==> src/verilog/amd_pkg.sv <==
// address map constants and carriers for the cpu address decoder
// assumes a single 40 MHz clock domain, no software-visible registers
package amd_pkg;

    // ------------------------------------------------------------
    // segment codes on virtual address [31:29]
    // ------------------------------------------------------------
    localparam int SEG_HI = 31;
    localparam int SEG_LO = 29;
    localparam logic [2:0] SEG_CACHED   = 3'h4;
    localparam logic [2:0] SEG_UNCACHED = 3'h5;

    // ------------------------------------------------------------
    // cpu-bus region bases and masks
    // ------------------------------------------------------------
    localparam logic [31:0] CORE_BASE  = 32'h1fff0000;
    localparam logic [31:0] CORE_MASK  = 32'hffff0000;
    localparam logic [31:0] HOLE_BASE  = 32'h1ff80000;
    localparam logic [31:0] HOLE_MASK  = 32'hfff80000;
    localparam logic [31:0] CFG_BASE   = 32'h1ff40000;
    localparam logic [31:0] ATTR_BASE  = 32'h1ff00000;
    localparam logic [31:0] QMB_MASK   = 32'hfffc0000;
    localparam logic [31:0] IO_BASE    = 32'h1fe00000;
    localparam logic [31:0] IO_MASK    = 32'hfff00000;
    localparam logic [31:0] ROM_BASE   = 32'h1fc00000;
    localparam logic [31:0] ROM_MASK   = 32'hffe00000;
    localparam logic [31:0] X8_BASE    = 32'h18000000;
    localparam logic [31:0] X16_BASE   = 32'h14000000;
    localparam logic [31:0] X32_BASE   = 32'h10000000;
    localparam logic [31:0] X_MASK     = 32'hfc000000;
    localparam logic [31:0] SD_BASE    = 32'h00000000;
    localparam logic [31:0] SD2_MASK   = 32'hffe00000;
    localparam logic [31:0] SD8_MASK   = 32'hff800000;
    localparam logic [31:0] SD16_MASK  = 32'hff000000;

    // ------------------------------------------------------------
    // target address forming
    // ------------------------------------------------------------
    localparam logic [23:0] PB_CFG_BASE  = 24'hf40000;
    localparam logic [23:0] PB_ATTR_BASE = 24'hf00000;
    localparam logic [23:0] PB_IO_BASE   = 24'he00000;
    localparam logic [23:0] EX_ROM_BASE  = 24'hc00000;
    localparam logic [31:0] SD_LOW_BASE  = 32'h00000000;
    localparam logic [31:0] SD_HIGH_BASE = 32'h01000000;
    localparam int CFG_OFS_W  = 18;
    localparam int IO_OFS_W   = 20;
    localparam int ROM_OFS_W  = 21;
    localparam int DMX_W      = 24;
    localparam int SD2_OFS_W  = 21;
    localparam int SD16_OFS_W = 24;
    localparam int SLOT_LO_1K = 10;
    localparam int SLOT_LO_4K = 12;

    typedef enum logic [1:0] {
        AMD_SD_2MB,
        AMD_SD_8MB,
        AMD_SD_16MB
    } amd_sdram_size_type;

    typedef enum logic [3:0] {
        AMD_TGT_NONE,
        AMD_TGT_CORE,
        AMD_TGT_CFG,
        AMD_TGT_ATTR,
        AMD_TGT_IO,
        AMD_TGT_ROM,
        AMD_TGT_X8,
        AMD_TGT_X16,
        AMD_TGT_X32,
        AMD_TGT_SDRAM
    } amd_target_type;

    typedef enum logic [1:0] {
        AMD_SEG_USER,
        AMD_SEG_CACHED,
        AMD_SEG_UNCACHED,
        AMD_SEG_UPPER
    } amd_segment_type;

    // cpu request
    typedef struct packed {
        logic        valid;
        logic        write;
        logic [31:0] vaddr;
    } amd_req_type;

    // decoded route
    typedef struct packed {
        logic            valid;
        logic            write;
        amd_segment_type segment;
        amd_target_type  target;
        logic [31:0]     phys;
        logic [23:0]     peripheral_bus_addr;
        logic [31:0]     ebus_addr;
        logic            ebus_wide;
        logic [7:0]      slot;
        logic [31:0]     sdram_addr;
    } amd_route_type;

endpackage : amd_pkg

==> src/verilog/amd_decoder.sv <==
// cpu virtual address classifier, alias stub and region router
// assumes requests come from logic on ref_clk; strap pin is asynchronous
`timescale 1ns/1ps
`default_nettype none

module amd_decoder
    import amd_pkg::*;
#(
    parameter amd_sdram_size_type SDRAM_SIZE = AMD_SD_16MB
) (
    input  wire logic          ref_clk,
    input  wire logic          rst,
    input  wire amd_req_type   req,
    input  wire logic          strap_pin,
    input  wire logic          ebus_demux_mode,
    output amd_route_type      route,
    output logic               ebus_wiring_sel,
    output logic               unmapped_hit
);

    // ------------------------------------------------------------
    // elaboration checks
    // ------------------------------------------------------------
    if (SDRAM_SIZE != AMD_SD_2MB && SDRAM_SIZE != AMD_SD_8MB
        && SDRAM_SIZE != AMD_SD_16MB) begin : g_bad_size
        $error("unsupported sdram size");
    end

    // ------------------------------------------------------------
    // strap capture
    // ------------------------------------------------------------
    // two stages on the raw pin, kept out of reset so that they go on
    // tracking the strap while rst is held; a cleared stage would hand 0 to the capture
    logic strap_s1_r;
    logic strap_s2_r;
    logic strap_taken_r;
    logic wiring_r;

    always_ff @(posedge ref_clk) begin
        strap_s1_r <= strap_pin;
        strap_s2_r <= strap_s1_r;
    end

    // async reset clears the flag; the first clocked edge after release grabs the strap
    always_ff @(posedge ref_clk or posedge rst) begin
        if (rst) begin
            strap_taken_r <= 1'b0;
            wiring_r      <= 1'b0;
        end else if (!strap_taken_r) begin
            strap_taken_r <= 1'b1;
            wiring_r      <= strap_s2_r;
        end
    end

    // ------------------------------------------------------------
    // segment classification and alias stub
    // ------------------------------------------------------------
    amd_segment_type seg_nxt;
    logic [31:0]     phys_nxt;

    always_comb begin
        unique case (req.vaddr[SEG_HI:SEG_LO])
            SEG_CACHED:   seg_nxt = AMD_SEG_CACHED;
            SEG_UNCACHED: seg_nxt = AMD_SEG_UNCACHED;
            3'h6, 3'h7:   seg_nxt = AMD_SEG_UPPER;
            default:      seg_nxt = AMD_SEG_USER;
        endcase
    end

    always_comb begin
        phys_nxt = req.vaddr;
        if (seg_nxt == AMD_SEG_CACHED || seg_nxt == AMD_SEG_UNCACHED) begin
            phys_nxt[SEG_HI:SEG_LO] = 3'h0;
        end
    end

    // ------------------------------------------------------------
    // region decode
    // ------------------------------------------------------------
    logic [31:0]    sd_mask;
    amd_target_type tgt_nxt;

    always_comb begin
        unique case (SDRAM_SIZE)
            AMD_SD_2MB: sd_mask = SD2_MASK;
            AMD_SD_8MB: sd_mask = SD8_MASK;
            default:    sd_mask = SD16_MASK;
        endcase
    end

    // upper segment maps to nothing, so it falls out as unmapped
    always_comb begin
        tgt_nxt = AMD_TGT_NONE;
        if (seg_nxt == AMD_SEG_UPPER) begin
            tgt_nxt = AMD_TGT_NONE;
        end else if ((phys_nxt & CORE_MASK) == CORE_BASE) begin
            tgt_nxt = AMD_TGT_CORE;
        end else if ((phys_nxt & HOLE_MASK) == HOLE_BASE) begin
            tgt_nxt = AMD_TGT_NONE;
        end else if ((phys_nxt & QMB_MASK) == CFG_BASE) begin
            tgt_nxt = AMD_TGT_CFG;
        end else if ((phys_nxt & QMB_MASK) == ATTR_BASE) begin
            tgt_nxt = AMD_TGT_ATTR;
        end else if ((phys_nxt & IO_MASK) == IO_BASE) begin
            tgt_nxt = AMD_TGT_IO;
        end else if ((phys_nxt & ROM_MASK) == ROM_BASE) begin
            tgt_nxt = AMD_TGT_ROM;
        end else if ((phys_nxt & X_MASK) == X8_BASE) begin
            tgt_nxt = AMD_TGT_X8;
        end else if ((phys_nxt & X_MASK) == X16_BASE) begin
            tgt_nxt = AMD_TGT_X16;
        end else if ((phys_nxt & X_MASK) == X32_BASE) begin
            tgt_nxt = AMD_TGT_X32;
        end else if ((phys_nxt & sd_mask) == SD_BASE) begin
            tgt_nxt = AMD_TGT_SDRAM;
        end
    end

    // ------------------------------------------------------------
    // target address forming
    // ------------------------------------------------------------
    logic [23:0] pb_nxt;
    logic [31:0] eb_nxt;
    logic        wide_nxt;
    logic [7:0]  slot_nxt;
    logic [31:0] sd_nxt;

    always_comb begin
        pb_nxt   = 24'h000000;
        eb_nxt   = 32'h00000000;
        wide_nxt = 1'b0;
        slot_nxt = 8'h00;
        sd_nxt   = 32'h00000000;
        unique case (tgt_nxt)
            AMD_TGT_CFG: begin
                pb_nxt   = PB_CFG_BASE | {6'h00, phys_nxt[CFG_OFS_W-1:0]};
                slot_nxt = phys_nxt[SLOT_LO_1K +: 8];
            end
            AMD_TGT_ATTR: begin
                pb_nxt   = PB_ATTR_BASE | {6'h00, phys_nxt[CFG_OFS_W-1:0]};
                slot_nxt = phys_nxt[SLOT_LO_1K +: 8];
            end
            AMD_TGT_IO: begin
                pb_nxt   = PB_IO_BASE | {4'h0, phys_nxt[IO_OFS_W-1:0]};
                slot_nxt = phys_nxt[SLOT_LO_4K +: 8];
            end
            AMD_TGT_ROM: begin
                eb_nxt = {8'h00, EX_ROM_BASE | {3'h0, phys_nxt[ROM_OFS_W-1:0]}};
            end
            AMD_TGT_X8, AMD_TGT_X16: begin
                eb_nxt = {8'h00, phys_nxt[DMX_W-1:0]};
            end
            AMD_TGT_X32: begin
                // 32-bit devices need the multiplexed bus; demux mode keeps 24 bits
                wide_nxt = !ebus_demux_mode;
                eb_nxt   = ebus_demux_mode ? {8'h00, phys_nxt[DMX_W-1:0]}
                                           : phys_nxt;
            end
            AMD_TGT_SDRAM: begin
                if (SDRAM_SIZE == AMD_SD_2MB) begin
                    sd_nxt = SD_LOW_BASE | {11'h000, phys_nxt[SD2_OFS_W-1:0]};
                end else begin
                    sd_nxt = SD_HIGH_BASE | {8'h00, phys_nxt[SD16_OFS_W-1:0]};
                end
            end
            default: begin
            end
        endcase
    end

    // ------------------------------------------------------------
    // registered route
    // ------------------------------------------------------------
    // one-cycle pipeline so every output is a flop
    always_ff @(posedge ref_clk or posedge rst) begin
        if (rst) begin
            route        <= '0;
            unmapped_hit <= 1'b0;
        end else begin
            route.valid      <= req.valid;
            route.write      <= req.write;
            route.segment    <= seg_nxt;
            route.target     <= req.valid ? tgt_nxt : AMD_TGT_NONE;
            route.phys       <= phys_nxt;
            route.peripheral_bus_addr  <= pb_nxt;
            // sdram never shows on external pins
            route.ebus_addr  <= eb_nxt;
            route.ebus_wide  <= wide_nxt;
            route.slot       <= slot_nxt;
            route.sdram_addr <= sd_nxt;
            unmapped_hit     <= req.valid && tgt_nxt == AMD_TGT_NONE;
        end
    end

    always_ff @(posedge ref_clk or posedge rst) begin
        if (rst) begin
            ebus_wiring_sel <= 1'b0;
        end else begin
            ebus_wiring_sel <= wiring_r;
        end
    end

    // ------------------------------------------------------------
    // checks
    // ------------------------------------------------------------
    property p_alias;
        @(posedge ref_clk) disable iff (rst)
        req.vaddr[31:30] == 2'h2 |=> route.phys[31:29] == 3'h0;
    endproperty
    a_alias: assert property (p_alias) else $error("kernel alias not cleared");

    property p_user;
        @(posedge ref_clk) disable iff (rst)
        !req.vaddr[31] |=> route.phys == $past(req.vaddr);
    endproperty
    a_user: assert property (p_user) else $error("user address modified");

    property p_upper;
        @(posedge ref_clk) disable iff (rst)
        req.vaddr[31:30] == 2'h3 |=> route.target == AMD_TGT_NONE
                                     && route.phys == $past(req.vaddr);
    endproperty
    a_upper: assert property (p_upper) else $error("upper segment reached target");

    property p_core;
        @(posedge ref_clk) disable iff (rst)
        route.target == AMD_TGT_CORE |-> route.peripheral_bus_addr == 24'h000000
                                         && route.phys[31:16] == 16'h1fff;
    endproperty
    a_core: assert property (p_core) else $error("core region leaked");

    property p_cfg;
        @(posedge ref_clk) disable iff (rst)
        route.target == AMD_TGT_CFG |-> route.peripheral_bus_addr == {6'h3d, route.phys[17:0]};
    endproperty
    a_cfg: assert property (p_cfg) else $error("config address wrong");

    property p_io;
        @(posedge ref_clk) disable iff (rst)
        route.target == AMD_TGT_IO |-> route.peripheral_bus_addr[23:20] == 4'he
                                       && route.slot == route.phys[19:12];
    endproperty
    a_io: assert property (p_io) else $error("io address wrong");

    property p_x8;
        @(posedge ref_clk) disable iff (rst)
        route.target == AMD_TGT_X8 |-> route.ebus_addr == {8'h00, route.phys[23:0]};
    endproperty
    a_x8: assert property (p_x8) else $error("8-bit external address wrong");

    property p_sd;
        @(posedge ref_clk) disable iff (rst)
        route.target == AMD_TGT_SDRAM |-> route.ebus_addr == 32'h00000000;
    endproperty
    a_sd: assert property (p_sd) else $error("sdram on external bus");

    property p_unmapped;
        @(posedge ref_clk) disable iff (rst)
        req.valid && req.vaddr[31:19] == 13'h03ff |=> unmapped_hit;
    endproperty
    a_unmapped: assert property (p_unmapped) else $error("hole not flagged");

    property p_attr;
        @(posedge ref_clk) disable iff (rst)
        route.target == AMD_TGT_ATTR |-> route.peripheral_bus_addr == {6'h3c, route.phys[17:0]};
    endproperty
    a_attr: assert property (p_attr) else $error("attribute address wrong");

    property p_peripheral_bus_idle;
        @(posedge ref_clk) disable iff (rst)
        route.valid && !(route.target inside {AMD_TGT_CFG, AMD_TGT_ATTR, AMD_TGT_IO})
            |-> route.peripheral_bus_addr == 24'h000000;
    endproperty
    a_peripheral_bus_idle: assert property (p_peripheral_bus_idle) else $error("stray peripheral address");

    property p_x16;
        @(posedge ref_clk) disable iff (rst)
        route.target == AMD_TGT_X16 |-> route.ebus_addr == {8'h00, route.phys[23:0]};
    endproperty
    a_x16: assert property (p_x16) else $error("16-bit external address wrong");

    property p_x32;
        @(posedge ref_clk) disable iff (rst)
        route.target == AMD_TGT_X32 && route.ebus_wide |-> route.ebus_addr == route.phys;
    endproperty
    a_x32: assert property (p_x32) else $error("32-bit external address wrong");

    property p_wide;
        @(posedge ref_clk) disable iff (rst)
        route.valid && route.ebus_wide |-> route.target == AMD_TGT_X32;
    endproperty
    a_wide: assert property (p_wide) else $error("wide address outside 32-bit region");

    property p_rom;
        @(posedge ref_clk) disable iff (rst)
        route.target == AMD_TGT_ROM |-> route.ebus_addr[31:21] == 11'h006
                                        && route.ebus_addr[20:0] == route.phys[20:0];
    endproperty
    a_rom: assert property (p_rom) else $error("rom address wrong");

    property p_sdbase;
        @(posedge ref_clk) disable iff (rst)
        route.target == AMD_TGT_SDRAM
            |-> route.sdram_addr[31:24] == ((SDRAM_SIZE == AMD_SD_2MB) ? 8'h00 : 8'h01);
    endproperty
    a_sdbase: assert property (p_sdbase) else $error("sdram base wrong");

    // once taken, the strap must not follow the pin any more
    property p_strap;
        @(posedge ref_clk) disable iff (rst)
        strap_taken_r |=> $stable(wiring_r);
    endproperty
    a_strap: assert property (p_strap) else $error("strap changed after capture");

    property p_miss;
        @(posedge ref_clk) disable iff (rst)
        unmapped_hit |-> route.valid && route.target == AMD_TGT_NONE;
    endproperty
    a_miss: assert property (p_miss) else $error("unmapped flag with a target");

    property p_kseg;
        @(posedge ref_clk) disable iff (rst)
        req.vaddr[31:29] == 3'h4 |=> route.segment == AMD_SEG_CACHED;
    endproperty
    a_kseg: assert property (p_kseg) else $error("cached segment not classified");

endmodule : amd_decoder

`default_nettype wire

==> config.mk <==
export PLATFORM = sky130hd
export DESIGN_NAME = amd_decoder
export DESIGN_NICKNAME = d
export VERILOG_FILES = /design/src/verilog/amd_pkg.sv /design/src/verilog/amd_decoder.sv
export SDC_FILE = /design/constraint.sdc
export NUM_CORES = 1
export LEC_CHECK = 0
export BUFFER_PORTS_ARGS = -buffer_cell sky130_fd_sc_hd__buf_2
export CAP_MARGIN = 20
export CORE_MARGIN = 3
export CORE_UTILIZATION = 43
export CTS_CLUSTER_SIZE = 8
export DETAILED_ROUTE_END_ITERATION = 8
export GPL_TIMING_DRIVEN = 0
export PLACE_DENSITY = 0.75
export SETUP_SLACK_MARGIN = 0.4
export SLEW_MARGIN = 0
export SYNTH_ARGS = -nofsm -noshare
export SYNTH_HDL_FRONTEND = slang
export SYNTH_SLANG_ARGS = --single-unit
==> constraint.sdc <==
create_clock -name ref_clk -period 3.65 [get_ports ref_clk]
set_input_delay 0.1825 -clock ref_clk [delete_from_list [all_inputs] [get_ports ref_clk]]
set_output_delay 0.1825 -clock ref_clk [all_outputs]
set_load 0.02 [all_outputs]
==> tab_implementation.tex <==
\begin{tabular}{lr}
\hline
Metric & Value \\
\hline
\multicolumn{2}{l}{\textbf{Placed design}} \\
\quad Placed wire-length estimate after detailed placement & 7280 µm \\
\quad Area post-placement & 0.005563 mm² \\
\quad Buffers added on ports & 169 \\
\quad Final estimated routing congestion in global placement & 0.7520 \\
\multicolumn{2}{l}{\textbf{Logic synthesis}} \\
\quad Number of enable flip-flop cells after synthesis & 0 \\
\quad Prevailing post-synth register cell & dfrtp\_1 \\
\quad Sequential share of the synthesized area & 75.20\% \\
\quad Share of flip-flops with an asynchronous set or reset & 98.51\% \\
\quad Mean instance size in the synthesized netlist & 15.12 µm² \\
\quad Synthesized instance count & 294 \\
\quad Post-synthesis cell type count & 44 \\
\quad Synthesized flop and latch total & 134 \\
\quad Cell Area, Synth & 0.004446 mm² \\
\quad Number of warning messages in the yosys log & 0 \\
\multicolumn{2}{l}{\textbf{Routing}} \\
\quad Remaining number of nets flagged by the antenna check after routing & 0 \\
\quad Total DRC errors in the routed layout & 0 \\
\quad Average detailed-routed wire length per instance & 15.93 µm \\
\quad Vias per Instance & 4.553 \\
\quad Aggregate routed wire length & 10830 µm \\
\quad Initial DRC Count & 103 \\
\quad Detailed-router iteration count before antenna repair & 4 \\
\quad Total number of vias & 3096 \\
\multicolumn{2}{l}{\textbf{Die}} \\
\quad Rows & 36 \\
\quad Core Region & 0.009910 mm² \\
\quad IO Pins & 177 \\
\quad Die outline height & 107.7 µm \\
\quad Die Area & 0.01159 mm² \\
\quad Die outline width & 107.7 µm \\
\quad Initial cell density of the core & 44.86\% \\
\multicolumn{2}{l}{\textbf{Layout}} \\
\quad Combined area of the multi-input logic cells & 989.7 µm² \\
\quad Most frequent cells in the layout & 175 x buf\_2, 132 x dfrtp\_1, 46 x and2\_1 \\
\quad Leading cell type in the layout, fill and taps excluded & buf\_2 \\
\quad Final-stage net count & 573 \\
\quad Area delta synth->final & 46.16\% \\
\quad Number of fill cells & 716 \\
\quad Proportion of layout cells with a drive suffix above 1 & 42.96\% \\
\quad Sequential cell area & 0.003343 mm² \\
\quad ANT cells & 0 \\
\quad Final Instance Area & 0.006497 mm² \\
\multicolumn{2}{l}{\textbf{Timing}} \\
\quad Max\_slew headroom & 57.10\% \\
\quad Achievable Freq & 376.0 MHz \\
\quad Final hold violations & 0 \\
\quad Share of the clock period used by the worst path & 72.87\% \\
\quad Final count of pins violating max slew & 0 \\
\quad Final number of setup-violating endpoints & 0 \\
\quad Final setup TNS & 0 ns \\
\quad Final critical delay including setup and external delays & 2.660 ns \\
\quad Slew of the pin with the lowest slew margin & 0.6421 ns \\
\quad Layout Skew & 0.0001460 ns \\
\quad RSZ-0062 raised after global routing & no \\
\multicolumn{2}{l}{\textbf{Critical path}} \\
\quad Kind of critical path & primary input to flop \\
\quad Launching element type of the critical path & primary input \\
\quad Arr. time, crit path & 3.04 ns \\
\quad Register-to-register setup slack & 2.89 ns \\
\quad Most repeated library cell on the critical path & buf\_2 \\
\quad Critical Path Fanout Max & 10 \\
\quad Max stage delay on crit path & 0.53 ns \\
\quad Number of buffer and inverter stages on the critical path & 4 \\
\quad Required time at the endpoint of the critical path & 4.03 ns \\
\quad Sort of element at the end of the critical path & flop \\
\quad Ordered cell list for the critical path & dlygate4sd3\_1 -> buf\_2 -> inv\_1 -> a21boi\_0 -> ha\_1 -> o211ai\_1 -> nor3b\_2 -> o31ai\_2 -> buf\_2 -> a21boi\_1 \\
\quad Crit path max-delay family & compound AO/OA/AOI/OAI gates \\
\quad Slowest cell on the critical path & dlygate4sd3\_1 \\
\multicolumn{2}{l}{\textbf{Job}} \\
\quad Reported max-cap violation count & 0 \\
\multicolumn{2}{l}{\textbf{GRT}} \\
\quad Global route overflow & 0 \\
\quad First-pass GRT wire length & 16930 µm \\
\quad Number of global-route vias before repair & 3246 \\
\quad Antenna violations before repair & 0 \\
\quad Maximum number of pins on one net before global-route repair & 39 \\
\quad Global routing usage summed across all routing layers & 19.55\% \\
\multicolumn{2}{l}{\textbf{Pwr}} \\
\quad Pwr Density & 537.2 mW/mm² \\
\quad Leakage dissipation & 3.536 nW \\
\quad IR Drop Worst-Case VDD & 0.2592 mV \\
\multicolumn{2}{l}{\textbf{Clocking}} \\
\quad Clock-pin slew reported for the worst setup and hold paths after clock tree synthesis & 0.06 ns \\
\quad Number of clock buffers inserted by TritonCTS & 17 \\
\quad Longest Clk Path Bufs & 2 \\
\quad TritonCTS clock tree & yes \\
\quad Source-to-sink clock delay at the later pin of the worst-skew pair & 0.51 ns \\
\quad Number of sinks on the clock net & 134 \\
\quad CTS H-tree depth & 4 \\
\quad Root buffer cell & clkbuf\_8 \\
\quad Post-CTS setup buffer count & 0 \\
\multicolumn{2}{l}{\textbf{Hold path}} \\
\quad Type of the worst min-delay path & primary input to flop \\
\multicolumn{2}{l}{\textbf{Status}} \\
\quad Result of the run & finished clean \\
\hline
\end{tabular}
-- repair_timing --
item,CTS,global route
resized for setup,0,0
endpoints found under the hold margin,146,0
hold buffers,38,0
endpoints found under the setup margin,0,0
-- per-layer routing --
metal  vias to the layer above  share of wire (%)  global-route usage (%)
met2                       136                 50                   31.53
met4                         0                1.6                   7.033
met1                      1509                 41                   24.37
met5                         -                  0                       0
li1                       1436                  -                       -
met3                        15                7.9                   7.019
-- where the power goes --
| part | total, mW | internal, mW | switching [mW] |
|---|---|---|---|
| Combinational | 0.347 | 0.131 | 0.216 |
| Sequential | 1.56 | 1.54 | 0.0156 |
| Clock | 1.58 | 0.967 | 0.617 |
| Total | 3.49 | 2.64 | 0.849 |
-- state kept, by name, summed over array words and instances (netlist names) --
register / flops
strap_s1_r: 1
wiring_r: 1
unmapped_hit: 1
route: 128
strap_s2_r: 1
ebus_wiring_sel: 1
strap_taken_r: 1
-- area by class of cell --
cell class | count | share of cell area [%]
inverter | 6 | 0.4044
buffer | 20 | 2.022
tap | 133 | 2.561
sequential | 134 | 51.45
multi-input combinational | 145 | 15.23
clock inverter | 13 | 2.041
clock buffer | 19 | 6.490
timing repair buffer | 210 | 19.80
-- stage by stage --
stage | total power, mW | hold WS (ns) | std cells | utilization (%) | setup WS [ns]
after CTS | 3.526 | 0.2770 | 680 | 65.57 | 0.9887
final | 3.491 | 0.3081 | 680 | 65.57 | 0.9902
after global placement | 1.887 | 0.2859 | 607 | 55.53 | 1.145
after global routing | 3.633 | 0.2876 | 680 | 65.57 | 0.7679
after floorplan | 1.767 | 0.2102 | 305 | - | 1.663
after detailed placement | 1.901 | 0.2865 | 610 | 56.14 | 1.000
-- cell usage after synthesis (2+ instances only) --
master,instances,area (µm²)
a21boi_1,23,172.7
a21oi_1,2,10.01
a22o_1,8,70.07
and2_1,46,287.8
buf_2,6,30.03
buf_4,9,67.56
buf_6,2,22.52
clkbuf_1,3,11.26
conb_1,2,7.510
dfrtp_1,132,3303
dfxtp_1,2,40.04
inv_1,5,18.77
nand2_1,5,18.77
nand3_1,2,10.01
nor2_1,10,37.54
nor2b_1,2,12.51
nor3_1,3,15.01
nor3b_2,3,37.54
o211ai_1,2,15.01
o21a_1,3,22.52
-- path summary, 6_finish.rpt --
kind,depth (start not counted),to,from
max in group asynchronous,5,route[131],rst
min reg2reg,0,strap_s2_r,strap_s1_r
max reg2reg,1,wiring_r,strap_taken_r
min in group asynchronous,3,route[104],rst
min,2,strap_s1_r,strap_pin
max,10,route[54],req[30]
-- kinds of logic after synthesis --
kind of cell | Yosys count | synth area share [%]
and+or+nand+nor | 80 | 11.12
muxes | 1 | 0.2533
AOI/OAI and AO/OA | 49 | 9.316
buffers and inverters | 26 | 3.462
xor gates and xnor gates | 1 | 0.1971
other | 2 | 0.1689
adders and majority gates | 1 | 0.2814
DFF | 134 | 75.20
Note: power is estimated with default switching activity, not from simulation.
